$ cat config.mk
export PLATFORM = sky130hd
export DESIGN_NAME = tcc_timer_channels
export DESIGN_NICKNAME = d
export VERILOG_FILES = /design/src/tcc_pkg.sv /design/src/tcc_timer_channels.sv /design/src/tcc_pin_sync.sv
export SDC_FILE = /design/constraint.sdc
export NUM_CORES = 1
export LEC_CHECK = 0
export BUFFER_PORTS_ARGS = -buffer_cell sky130_fd_sc_hd__buf_2
export CORE_MARGIN = 3
export CORE_UTILIZATION = 44
export DETAILED_ROUTE_END_ITERATION = 12
export PLACE_DENSITY = 0.72
export SLEW_MARGIN = 10
export SYNTH_ARGS = -nofsm -noshare
export SYNTH_HDL_FRONTEND = slang
export SYNTH_SLANG_ARGS = --single-unit
$ cat constraint.sdc
create_clock -name i_clock -period 2.94 [get_ports i_clock]
set_input_delay 0 -clock i_clock [delete_from_list [all_inputs] [get_ports i_clock]]
set_output_delay 0 -clock i_clock [all_outputs]
set_load 0.02 [all_outputs]
$ cat src/tcc_pkg.sv
package tcc_pkg;
    localparam int unsigned TCC_COUNT_W = 16;
    localparam int unsigned TCC_CHANNELS = 4;
    localparam int unsigned TCC_SYNC_STAGES = 3;
    // counter, modulo and value register reset values
    localparam logic [15:0] TCC_COUNT_RESET = 16'h0000;
    localparam logic [15:0] TCC_MODULO_RESET = 16'hFFFF;
    localparam logic [15:0] TCC_VALUE_RESET = 16'h0000;
    // 8-bit pwm figures: modulo 255 gives a 256-count period, 128 gives half
    localparam logic [15:0] TCC_PWM8_MODULO = 16'h00FF;
    localparam logic [15:0] TCC_PWM8_HALF = 16'h0080;
    // edge/level select codes, bit 1 is the upper select bit
    localparam logic [1:0] TCC_SEL_NONE = 2'h0;
    localparam logic [1:0] TCC_SEL_RISE_TOGGLE = 2'h1;
    localparam logic [1:0] TCC_SEL_FALL_CLEAR = 2'h2;
    localparam logic [1:0] TCC_SEL_BOTH_SET = 2'h3;
    // what one channel is doing at present
    typedef enum logic [1:0] {TCC_CAPTURE, TCC_COMPARE, TCC_RELEASED} tcc_mode_e;
endpackage

$ cat src/tcc_timer_channels.sv
// Function
// - active pin edge copies counter into value
// - software picks capture edge polarity per channel
// - capture sets flag, enabled flag requests interrupt
// - compare match sets, clears or inverts pin
// - compare match sets flag, optional interrupt
// - unbuffered channel compares its own value directly
// - new value acts at once, misses allowed
// - pair01 link buffers 0/1 onto pin 0
// - written inactive register takes over at overflow
// - linked odd control ignored, odd pin released
// - pair23 link buffers 2/3 onto pin 2
// - toggle-on-overflow inverts pin at overflow
// - modulo 255 gives 256-clock pwm period
// - value 128 of 256 gives half duty
// - overflow flag set on rollover after modulo
// - without overflow toggle, clear-on-match output stays at 0%
// - max duty without overflow toggle forces 100%
// - link bit outranks lower mode bit
`timescale 1ns/1ns
`default_nettype none
module tcc_timer_channels
(
    input wire logic i_clock,
    input wire logic i_resetn,
    input wire logic i_enable,
    input wire logic [15:0] i_modulo,
    input wire logic i_overflow_clear,
    input wire logic i_pair01_link_bit,
    input wire logic i_pair23_link_bit,
    input wire logic [3:0] i_mode_low_bit,
    input wire logic [3:0] i_sel_high,
    input wire logic [3:0] i_sel_low,
    input wire logic [3:0] i_toggle_on_overflow,
    input wire logic [3:0] i_max_duty_bit,
    input wire logic [3:0] i_irq_enable,
    input wire logic [3:0] i_flag_clear,
    input wire logic [3:0] i_value_write,
    input wire logic [15:0] i_value_data,
    input wire logic [3:0] i_chan_pin,
    output logic [15:0] o_counter,
    output logic o_overflow_flag,
    output logic [3:0] o_chan_flag,
    output logic [3:0] o_chan_irq,
    output logic [3:0] o_chan_pin,
    output logic [3:0] o_chan_pin_oe,
    output logic [15:0] o_chan0_value,
    output logic [15:0] o_chan1_value,
    output logic [15:0] o_chan2_value,
    output logic [15:0] o_chan3_value,
    output logic [1:0] o_pair_odd_active
);
    import tcc_pkg::*;

    logic [15:0] count_q;
    logic overflow_q;
    logic overflow;
    logic [15:0] value_q [TCC_CHANNELS];
    logic [1:0] odd_active_q;
    logic [1:0] odd_last_q;
    logic [1:0] link;
    logic [3:0] rise;
    logic [3:0] fall;
    logic [3:0] flag_q;
    logic [3:0] flag_d;
    logic [3:0] irq_q;
    logic [3:0] pin_q;
    logic [3:0] oe_q;
    logic [3:0] match;
    logic [3:0] capture;
    logic [15:0] period_q;

    assign link = {i_pair23_link_bit, i_pair01_link_bit};
    assign overflow = i_enable && (count_q == i_modulo);
    assign o_counter = count_q;
    assign o_overflow_flag = overflow_q;
    assign o_chan_flag = flag_q;
    assign o_chan_irq = irq_q;
    assign o_chan_pin = pin_q;
    assign o_chan_pin_oe = oe_q;
    assign o_chan0_value = value_q[0];
    assign o_chan1_value = value_q[1];
    assign o_chan2_value = value_q[2];
    assign o_chan3_value = value_q[3];
    assign o_pair_odd_active = odd_active_q;

    // shared up-counter, wraps to zero after the modulo value
    always_ff @(posedge i_clock or negedge i_resetn)
    begin
        if (!i_resetn)
            count_q <= TCC_COUNT_RESET;
        else if (overflow)
            count_q <= TCC_COUNT_RESET;
        else if (i_enable)
            count_q <= count_q + 16'h0001;
    end

    // sticky overflow flag; a rollover beats a clear in the same cycle
    always_ff @(posedge i_clock or negedge i_resetn)
    begin
        if (!i_resetn)
            overflow_q <= 1'b0;
        else if (overflow)
            overflow_q <= 1'b1;
        else if (i_enable && i_overflow_clear)
            overflow_q <= 1'b0;
    end

    // per pair: which register governs, swapped at overflow while linked, forced back to even at once when unlinked
    for (genvar p = 0; p < 2; p++)
    begin : g_pair
        always_ff @(posedge i_clock or negedge i_resetn)
        begin
            if (!i_resetn)
            begin
                odd_active_q[p] <= 1'b0;
                odd_last_q[p] <= 1'b0;
            end
            else if (i_enable)
            begin
                if (!link[p])
                begin
                    odd_active_q[p] <= 1'b0; // even registers lead after linking
                    odd_last_q[p] <= 1'b0;
                end
                else
                begin
                    if (i_value_write[2*p+1])
                        odd_last_q[p] <= 1'b1;
                    else if (i_value_write[2*p])
                        odd_last_q[p] <= 1'b0;
                    if (overflow)
                        odd_active_q[p] <= i_value_write[2*p+1] ? 1'b1 :
                            i_value_write[2*p] ? 1'b0 : odd_last_q[p];
                end
            end
        end
    end

    a_link_handover: assert property (@(posedge i_clock) disable iff (!i_resetn)
        (i_enable && link[0] && odd_last_q[0] && !odd_active_q[0] && overflow && !(|i_value_write[1:0]))
        |=> odd_active_q[0])
        else $error("written odd register did not take over at overflow");

    a_link_hold: assert property (@(posedge i_clock) disable iff (!i_resetn)
        (link[1] && !overflow && i_enable) |=> $stable(odd_active_q[1]))
        else $error("pair register swapped outside overflow");

    a_counter_wrap: assert property (@(posedge i_clock) disable iff (!i_resetn)
        overflow |=> (count_q == TCC_COUNT_RESET) && overflow_q)
        else $error("counter did not wrap with overflow flag");

    // own count of enabled cycles since the last rollover, so the period check does not lean on count_q
    always_ff @(posedge i_clock or negedge i_resetn)
    begin
        if (!i_resetn)
            period_q <= TCC_COUNT_RESET;
        else if (i_enable)
            period_q <= overflow ? TCC_COUNT_RESET : period_q + 16'h0001;
    end
    a_pwm8_period: assert property (@(posedge i_clock) disable iff (!i_resetn)
        (overflow && i_modulo == TCC_PWM8_MODULO) |-> (period_q == TCC_PWM8_MODULO))
        else $error("modulo 255 did not give a 256-clock period");

    for (genvar g = 0; g < TCC_CHANNELS; g++)
    begin : g_chan
        localparam int P = g / 2;
        localparam bit EVEN = (g % 2) == 0;
        tcc_mode_e mode;
        logic [1:0] sel;
        logic [15:0] cmp_value;
        logic linked_even;

        tcc_pin_sync u_sync
        (
            .i_clock(i_clock),
            .i_resetn(i_resetn),
            .i_enable(i_enable),
            .i_pin(i_chan_pin[g]),
            .o_rise(rise[g]),
            .o_fall(fall[g])
        );

        assign linked_even = EVEN && link[P];
        assign sel = {i_sel_high[g], i_sel_low[g]};

        // link outranks the lower mode bit; a linked odd channel is left alone
        always_comb
        begin
            if (!EVEN && link[P])
                mode = TCC_RELEASED;
            else if (linked_even || i_mode_low_bit[g])
                mode = TCC_COMPARE;
            else
                mode = TCC_CAPTURE;
        end

        // linked even channel compares the pair's governing register
        assign cmp_value = (linked_even && odd_active_q[P]) ? value_q[g | 1] : value_q[g];
        assign match[g] = i_enable && (mode == TCC_COMPARE) && (count_q == cmp_value);
        assign capture[g] = i_enable && (mode == TCC_CAPTURE) &&
            ((rise[g] && sel[0]) || (fall[g] && sel[1]));
        assign flag_d[g] = (capture[g] || match[g]) ? 1'b1 :
            (i_enable && (i_flag_clear[g] || mode == TCC_RELEASED)) ? 1'b0 : flag_q[g];

        // value register: capture wins over a software write in capture mode
        always_ff @(posedge i_clock or negedge i_resetn)
        begin
            if (!i_resetn)
                value_q[g] <= TCC_VALUE_RESET;
            else if (capture[g])
                value_q[g] <= count_q;
            else if (i_enable && i_value_write[g])
                value_q[g] <= i_value_data;
        end

        // channel event flag and its interrupt request
        always_ff @(posedge i_clock or negedge i_resetn)
        begin
            if (!i_resetn)
            begin
                flag_q[g] <= 1'b0;
                irq_q[g] <= 1'b0;
            end
            else if (i_enable)
            begin
                flag_q[g] <= flag_d[g];
                irq_q[g] <= flag_d[g] && i_irq_enable[g];
            end
        end

        // pin drive: compare action beats an overflow toggle in the same cycle
        always_ff @(posedge i_clock or negedge i_resetn)
        begin
            if (!i_resetn)
            begin
                pin_q[g] <= 1'b0;
                oe_q[g] <= 1'b0;
            end
            else if (i_enable)
            begin
                oe_q[g] <= (mode == TCC_COMPARE) && (sel != TCC_SEL_NONE);
                if (mode == TCC_COMPARE)
                begin
                    if (i_max_duty_bit[g] && !i_toggle_on_overflow[g])
                        pin_q[g] <= 1'b1;
                    else if (match[g])
                    begin
                        case (sel)
                            TCC_SEL_RISE_TOGGLE: pin_q[g] <= !pin_q[g];
                            TCC_SEL_FALL_CLEAR: pin_q[g] <= 1'b0;
                            TCC_SEL_BOTH_SET: pin_q[g] <= 1'b1;
                            default: pin_q[g] <= pin_q[g];
                        endcase
                    end
                    else if (overflow && i_toggle_on_overflow[g])
                        pin_q[g] <= !pin_q[g];
                end
            end
        end

        a_capture_value: assert property (@(posedge i_clock) disable iff (!i_resetn)
            capture[g] |=> (value_q[g] == $past(count_q)) && flag_q[g])
            else $error("capture did not load counter and flag");

        a_match_action: assert property (@(posedge i_clock) disable iff (!i_resetn)
            (match[g] && sel == TCC_SEL_BOTH_SET && !i_max_duty_bit[g]) |=> pin_q[g] && flag_q[g])
            else $error("set-on-match did not drive pin high");

        a_irq_follow: assert property (@(posedge i_clock) disable iff (!i_resetn)
            (i_enable && flag_d[g] && i_irq_enable[g]) |=> irq_q[g])
            else $error("enabled flag gave no interrupt request");

        a_released_pin: assert property (@(posedge i_clock) disable iff (!i_resetn)
            (mode == TCC_RELEASED && i_enable) |=> !oe_q[g] && !flag_q[g] || $past(!i_enable))
            else $error("released odd pin is still driven");

        a_zero_duty: assert property (@(posedge i_clock) disable iff (!i_resetn)
            (mode == TCC_COMPARE && !i_toggle_on_overflow[g] && !i_max_duty_bit[g]
             && sel == TCC_SEL_FALL_CLEAR && !pin_q[g]) |=> !pin_q[g])
            else $error("pin rose with overflow toggle off");

        a_max_duty: assert property (@(posedge i_clock) disable iff (!i_resetn)
            (i_enable && mode == TCC_COMPARE && i_max_duty_bit[g] && !i_toggle_on_overflow[g]) |=> pin_q[g])
            else $error("max duty did not hold pin high");

        a_overflow_toggle: assert property (@(posedge i_clock) disable iff (!i_resetn)
            (overflow && mode == TCC_COMPARE && i_toggle_on_overflow[g] && !match[g] && !i_max_duty_bit[g])
            |=> pin_q[g] != $past(pin_q[g]))
            else $error("pin did not invert at overflow");
    end
endmodule
`default_nettype wire

$ cat src/tcc_pin_sync.sv
`timescale 1ns/1ns
`default_nettype none
module tcc_pin_sync
(
    input wire logic i_clock,
    input wire logic i_resetn,
    input wire logic i_enable,
    input wire logic i_pin,
    output logic o_rise,
    output logic o_fall
);
    import tcc_pkg::*;

    logic [TCC_SYNC_STAGES-1:0] sync_q;
    logic level_q;
    logic agree;

    // a change counts only once stages two and three agree
    assign agree = (sync_q[1] == sync_q[2]);
    assign o_rise = agree && sync_q[2] && !level_q;
    assign o_fall = agree && !sync_q[2] && level_q;

    // three-stage chain; stage one feeds stage two only
    always_ff @(posedge i_clock or negedge i_resetn)
    begin
        if (!i_resetn)
            sync_q <= '0;
        else if (i_enable)
            sync_q <= {sync_q[1:0], i_pin};
    end

    // accepted level, used as the edge reference
    always_ff @(posedge i_clock or negedge i_resetn)
    begin
        if (!i_resetn)
            level_q <= 1'b0;
        else if (i_enable && agree)
            level_q <= sync_q[2];
    end
endmodule
`default_nettype wire

==> results.cfg, run 1 <==
[drt]
drcViolationCount = 0
vias = 6868
routed_wl_um = 25200
drtIter0Drc = 573
vias_per_cell = 5.69
wire_per_inst_um = 20.9
drt_first_pass_iters = 7
antenna_left = 0

[placed_design]
globalplace.congestion = 0.941
portBuffers = 172
hpwl_um = 18200
dp_cells = 1131
dpl_cell_area_mm2 = 0.00819

[timing]
rsz0062_at_grt = false
maxSlewViolCount = 0
fmax_mhz = 372
tns_ns = 0
min_period_ns = 2.69
final-hold-violation-count = 0
skew_ns = 0.00842
worst_pin_slew_ns = 1.04
slew_headroom_pct = 30.8
fin_crit_sh_pct = 91.4
setup-violations-final = 0

[clocking]
numCtsBuffers = 17
cts_buffer_depth = 2
cts_tree = yes
cts-htree-levels = 4
path_clk_slew_ns = 0.05
clkSinkCount = 117
insertion_delay_ns = 0.43
cts-root-buf = clkbuf_16

[global_route]
antenna_found_initial = 0
grt_pass1_wl_um = 39000
grt_use_total_pct = 28.8
grt_pass1_vias = 6663
grt_max_degree = 56
grt_overflow = 0

[cells_and_area]
layout.cells.non_filler = 1206
area_growth_syn_to_layout_pct = 31.0
final_area_mm2 = 0.00916
fillCellCount = 1346
n_antenna_cell = 0
nets = 1071
drive_gt1_share_pct = 25.2
final_util_pct = 59.6

[logic_synthesis]
post-synth-top-count-cell = dfrtp_1
synth_flop_cell = dfrtp_1
synth_area_mm2 = 0.00700
synth_edf_count = 0
synth-adder-area-share_pct = 2.33
syn_inst = 766
muxShareOfSynthArea_pct = 11.6
ys_seq_area_share_pct = 41.9
netlist.top_cell.by_area = dfrtp_1
synth_compound_area_share_pct = 15.8
synth.avg_cell_area_um2 = 9.13
ys_seq_elements = 117
yosys-top-cells-area = dfrtp_1 (42%), mux2i_1 (10%), o21ai_0 (7.2%), nand2_1 (6.0%), xnor2_1 (4.9%)
synthTopCellsByCount = dfrtp_1 (117), nand2_1 (111), o21ai_0 (101), mux2i_1 (72), inv_1 (42)
synth-xor-area-share_pct = 8.01
synth_top_family_by_area = compound AO/OA/AOI/OAI gates
async_reset_ff_share_pct = 100
synth_simple_gate_area_share_pct = 15.2
synth_top_cell_area_share_pct = 41.9
synth_cell_types = 57
yosysWarnings = 0
synth_fp_nets = 853

[floorplanning]
rows = 45
initial_core_util_pct = 45.5
core_area_mm2 = 0.0154
die_h_um = 132
dieArea_mm2 = 0.0174
die_width_um = 132
io-pin-count = 173

[pwr]
p_leak_nw = 4.41
intPower_mw = 3.78
switchingPower_mw = 2.24
seq_power_share_pct = 38.6
ir_drop_mv = 0.436
total_power_mw = 6.01
clock_power_share_pct = 30.8
combinationalPowerShare_pct = 30.5
power.density_mw_per_mm2 = 656
switching_share_pct = 37.2

[outcome]
outcome = finished clean

[critical_path]
cp_max_fo = 11
startpoint = o_counter[3]$_DFFE_PN0P_
max_stage_delay_ns = 0.64
cpMaxStageDelayCell = dfrtp_1
startpoint_type = flip-flop
arrival_ns = 3.05
cp_common_cell = nand4_1
worstPathRequired_ns = 3.30
crit_path_end_kind = flip-flop
cp_cell_sequence = xnor2_1 > nand4_1 > a2111oi_0 > nand4_1 > or4_1 > a32oi_1 > o31a_1
r2r-start = o_counter[3]$_DFFE_PN0P_
critPathKind = reg2reg

[worst_hold_path]
hp-start = i_sel_low[2]
hp-class = in2reg

[flow_run]
cap_violations = 0
==> final cells by class <==
type	count	area (um^2)	share of cell area (%)
Clock buffer	25	495	5.41
Inverter	43	161	1.76
Sequential cell	117	2930	31.9
Tap cell	211	264	2.88
Timing Repair Buffer	248	1560	17.0
Clock inverter	5	25.0	0.273
Multi-Input combinational cell	557	3730	40.7
==> metrics by stage <==
stage / hold slack, ns / worst slack (ns)
after floorplan: -0.296 / 0.404
after global placement: -0.0257 / 0.252
after detailed placement: -0.0316 / 0.238
after CTS: 0.00248 / 0.209
after global routing: 0.0142 / 0.117
final: 0.0168 / 0.254
==> layer usage <==
layer / wire length [um] / track usage [%] / vias up
met1: 10700 / 37.3 / 3355
met3: 1910 / 7.86 / 59
li1: - / - / 3134
met2: 11900 / 46.4 / 320
met4: 693 / 10.4 / 0
met5: 0 / 0 / -
==> power groups by stage <==
stage	logic, mW	registers [mW]	clock network (mW)
after floorplan	0.872	2.45	0
after global placement	1.73	2.33	0
after detailed placement	1.76	2.33	0
after CTS	1.81	2.31	1.87
after global routing	1.98	2.36	1.95
final	1.84	2.32	1.86
==> registers in the layout, indices dropped and copies added (netlist names) <==
register,flops
o_counter,16
o_chan_flag,4
o_pair_odd_active,2
g_chan.u_sync.level_q,4
o_chan1_value,16
o_chan_pin_oe,4
o_chan0_value,16
o_chan_irq,4
o_chan_pin,4
g_chan.u_sync.sync_q,12
o_chan2_value,16
odd_last_q,2
o_chan3_value,16
o_overflow_flag,1
==> repair_timing <==
| item | 4_1_cts | 5_1_grt |
|---|---|---|
| hold buffers | 45 | 0 |
| hold endpoints to repair | 170 | 0 |
| setup endpoints to repair | 0 | 3 |
| buffers inserted | 0 | 0 |
| resized for setup | 0 | 1 |
==> worst paths after layout <==
kind,endpoint,slack [ns],depth (start not counted)
worst max-delay path,o_chan_pin[2]$_DFFE_PN0P_,0.25,7
worst min-delay path,o_chan_pin_oe[2]$_DFFE_PN0P_,0.02,4
worst max register to register,o_chan_pin[2]$_DFFE_PN0P_,0.25,7
worst min register to register,o_chan_pin_oe[3]$_DFFE_PN0P_,0.47,1
max in group asynchronous,o_chan_irq[2]$_DFFE_PN0P_,2.07,3
min in group asynchronous,o_chan0_value[3]$_DFFE_PN0P_,0.06,2
==> cells by family after synthesis <==
logic type,Yosys count
flip-flops,117
AO/OA/AOI/OAI,176
buffers and inverters,92
XOR/XNOR,64
multiplexers,80
AND/OR/NAND/NOR,224
adder cells (fa/ha/maj),13
==> cells in the final DEF, fill, tap and decap left out, drive strengths merged, types with 4 or more instances in the layout <==
cell,count
clkbuf,25
nor2,23
xnor2,39
mux2,8
ha,13
o2111ai,5
inv,42
o2bb2ai,4
a21o,4
nand2b,14
dfrtp,117
mux2i,72
o221ai,4
o31ai,4
buf,203
clkinv,6
a31oi,9
nor4,10
and3,10
o21ai,101
xor2,25
nand4,11
nor2b,4
nand2,111
a21oi,11
nor3,6
a221oi,4
nand3,17
dlygate4sd3,45
==> critical path: cells and delay by family, from the launching register on <==
family	cells	cell delay, ns
compound gates	3	0.90
simple gates	3	0.89
flops	1	0.64
xor+xnor	1	0.20
Power figures use the tool's default switching activity.
==> run 2, diff against run 1 <==
--- a/config.mk
+++ b/config.mk
@@ -6,4 +6,5 @@
 export NUM_CORES = 1
 export LEC_CHECK = 0
+export ABC_CLOCK_PERIOD_IN_PS = 2940
 export BUFFER_PORTS_ARGS = -buffer_cell sky130_fd_sc_hd__buf_2
 export CORE_MARGIN = 3
==> constraint.sdc (replaced) <==
create_clock -name i_clock -period 2.94 [get_ports i_clock]
set_input_delay 0.147 -clock i_clock [delete_from_list [all_inputs] [get_ports i_clock]]
set_output_delay 0.147 -clock i_clock [all_outputs]
set_load 0.02 [all_outputs]
==> results.cfg, run 2 (synthesis gave the netlist of run 1 again) <==
[placed_design]
portBuffers = 172
globalplace.congestion = 0.929
hpwl_um = 18000

[floorplanning]
dieArea_mm2 = 0.0174
rows = 45
die_width_um = 132
io-pin-count = 173
core_area_mm2 = 0.0154
initial_core_util_pct = 45.5
die_h_um = 132

[global_route]
grt_use_met1_pct = 37.6
grt_overflow = 0
met2_usage_pct = 42.9
grt_pass1_wl_um = 37200
grt_pass1_vias = 6530
antenna_found_initial = 0
grt_max_degree = 51
busiest_layer = met2
grt.met3_usage_pct = 5.65
grt_use_total_pct = 27.4

[clocking]
cts_buffer_depth = 2
cts-root-buf = clkbuf_16
numCtsBuffers = 17
path_clk_slew_ns = 0.05
cts_tree = yes
clkSinkCount = 117
insertion_delay_ns = 0.43
cts-htree-levels = 4
post_cts_resized = 0

[timing]
final-hold-violation-count = 0
fin_crit_sh_pct = 91.8
rsz0062_at_grt = false
tns_ns = 0
min_period_ns = 2.70
worst_pin_slew_ns = 0.673
maxSlewViolCount = 0
skew_ns = 0.00700
slew_headroom_pct = 55.1
setup-violations-final = 0
fmax_mhz = 371

[cells_and_area]
nets = 1037
n_antenna_cell = 0
final_common_cell = buf_2
area_growth_syn_to_layout_pct = 26.4
final_util_pct = 57.5
final_cell_mix = buf_2 (171), dfrtp_1 (117), nand2_1 (111)
drive_gt1_share_pct = 26.0

[drt]
wire_per_inst_um = 20.4
routed_wl_um = 24000
drtIter0Drc = 606
antenna_left = 0
drcViolationCount = 0
vias = 6648
vias_per_cell = 5.67
drt_first_pass_iters = 5

[critical_path]
crit_family = simple AND/OR/NAND/NOR gates
critPathKind = reg2reg
cp_cell_sequence = buf_4 > xor2_1 > nor4_1 > nand2_1 > nor4_1 > buf_4 > nand3_1 > a31oi_1 > mux2_2
worstPathRequired_ns = 3.25
max_stage_delay_ns = 0.48
crit_buf_inv = 2
crit_path_end_kind = flip-flop
arrival_ns = 3.01
startpoint = o_counter[3]$_DFFE_PN0P_
cpMaxStageDelayCell = nor4_1
startpoint_type = flip-flop
cp_max_fo = 12
r2r-start = o_counter[3]$_DFFE_PN0P_

[pwr]
p_leak_nw = 4.27
ir_drop_mv = 0.561
power.density_mw_per_mm2 = 688

[flow_run]
cap_violations = 0

[worst_hold_path]
hp-start = i_value_write[3]
hp-class = in2reg

[outcome]
outcome = finished clean
==> run 2: stage by stage <==
step	power (mW)	area (um^2)	setup slack (ns)	hold WS (ns)	cells
2_1_floorplan	3.32	7000	0.404	-0.149	766
3_3_place_gp	4.08	8190	0.358	0.222	1132
3_5_place_dp	4.10	8190	0.369	0.222	1132
4_1_cts	6.08	8840	0.286	0.0372	1173
5_1_grt	6.36	8840	0.163	0.0524	1173
6_report	6.08	8840	0.242	0.0447	1173
==> run 2: routing by layer <==
metal | wire [um] | vias up
met5 | 0 | -
met4 | 650 | 0
met1 | 10500 | 3238
met2 | 11100 | 304
met3 | 1710 | 46
li1 | - | 3060
==> run 2: tightest hold or removal path, stage by stage <==
cell and delay, ns:
buf_2 0.09, a21oi_1 0.05, o2bb2ai_1 0.14
==> run 2: repair_timing <==
item | in CTS | in global routing
buffers inserted | 0 | 0
hold buffers | 10 | 0
endpoints found under the hold margin | 57 | 0
==> run 2: power by group <==
group	internal, mW	total [mW]	switching, mW
registers	1.89	2.27	0.381
clock network	1.24	1.97	0.725
logic	0.719	1.85	1.13
total	3.85	6.08	2.23
==> run 2: final timing paths <==
| path | end | slack [ns] | cells past startpoint |
|---|---|---|---|
| worst min-delay path | odd_last_q[1]$_DFFE_PN0P_ | 0.04 | 3 |
| worst max-delay path | o_chan_pin[3]$_DFFE_PN0P_ | 0.24 | 9 |
| min in group asynchronous | o_chan1_value[14]$_DFFE_PN0P_ | 0.30 | 2 |
| worst max register to register | o_chan_pin[3]$_DFFE_PN0P_ | 0.24 | 9 |
| worst min register to register | g_chan[1].u_sync.sync_q[1]$_DFFE_PN0P_ | 0.48 | 2 |
| max in group asynchronous | o_chan1_value[15]$_DFFE_PN0P_ | 1.86 | 3 |
==> run 2: layout make-up <==
class                      instances  area, um^2
fill                            1377        6530
multi-input combinational        557        3720
sequential                       117        2930
timing repair buffer             214        1220
clock buffer                      27         503
tap                              211         264
inverter                          43         161
clock inverter                     4        45.0
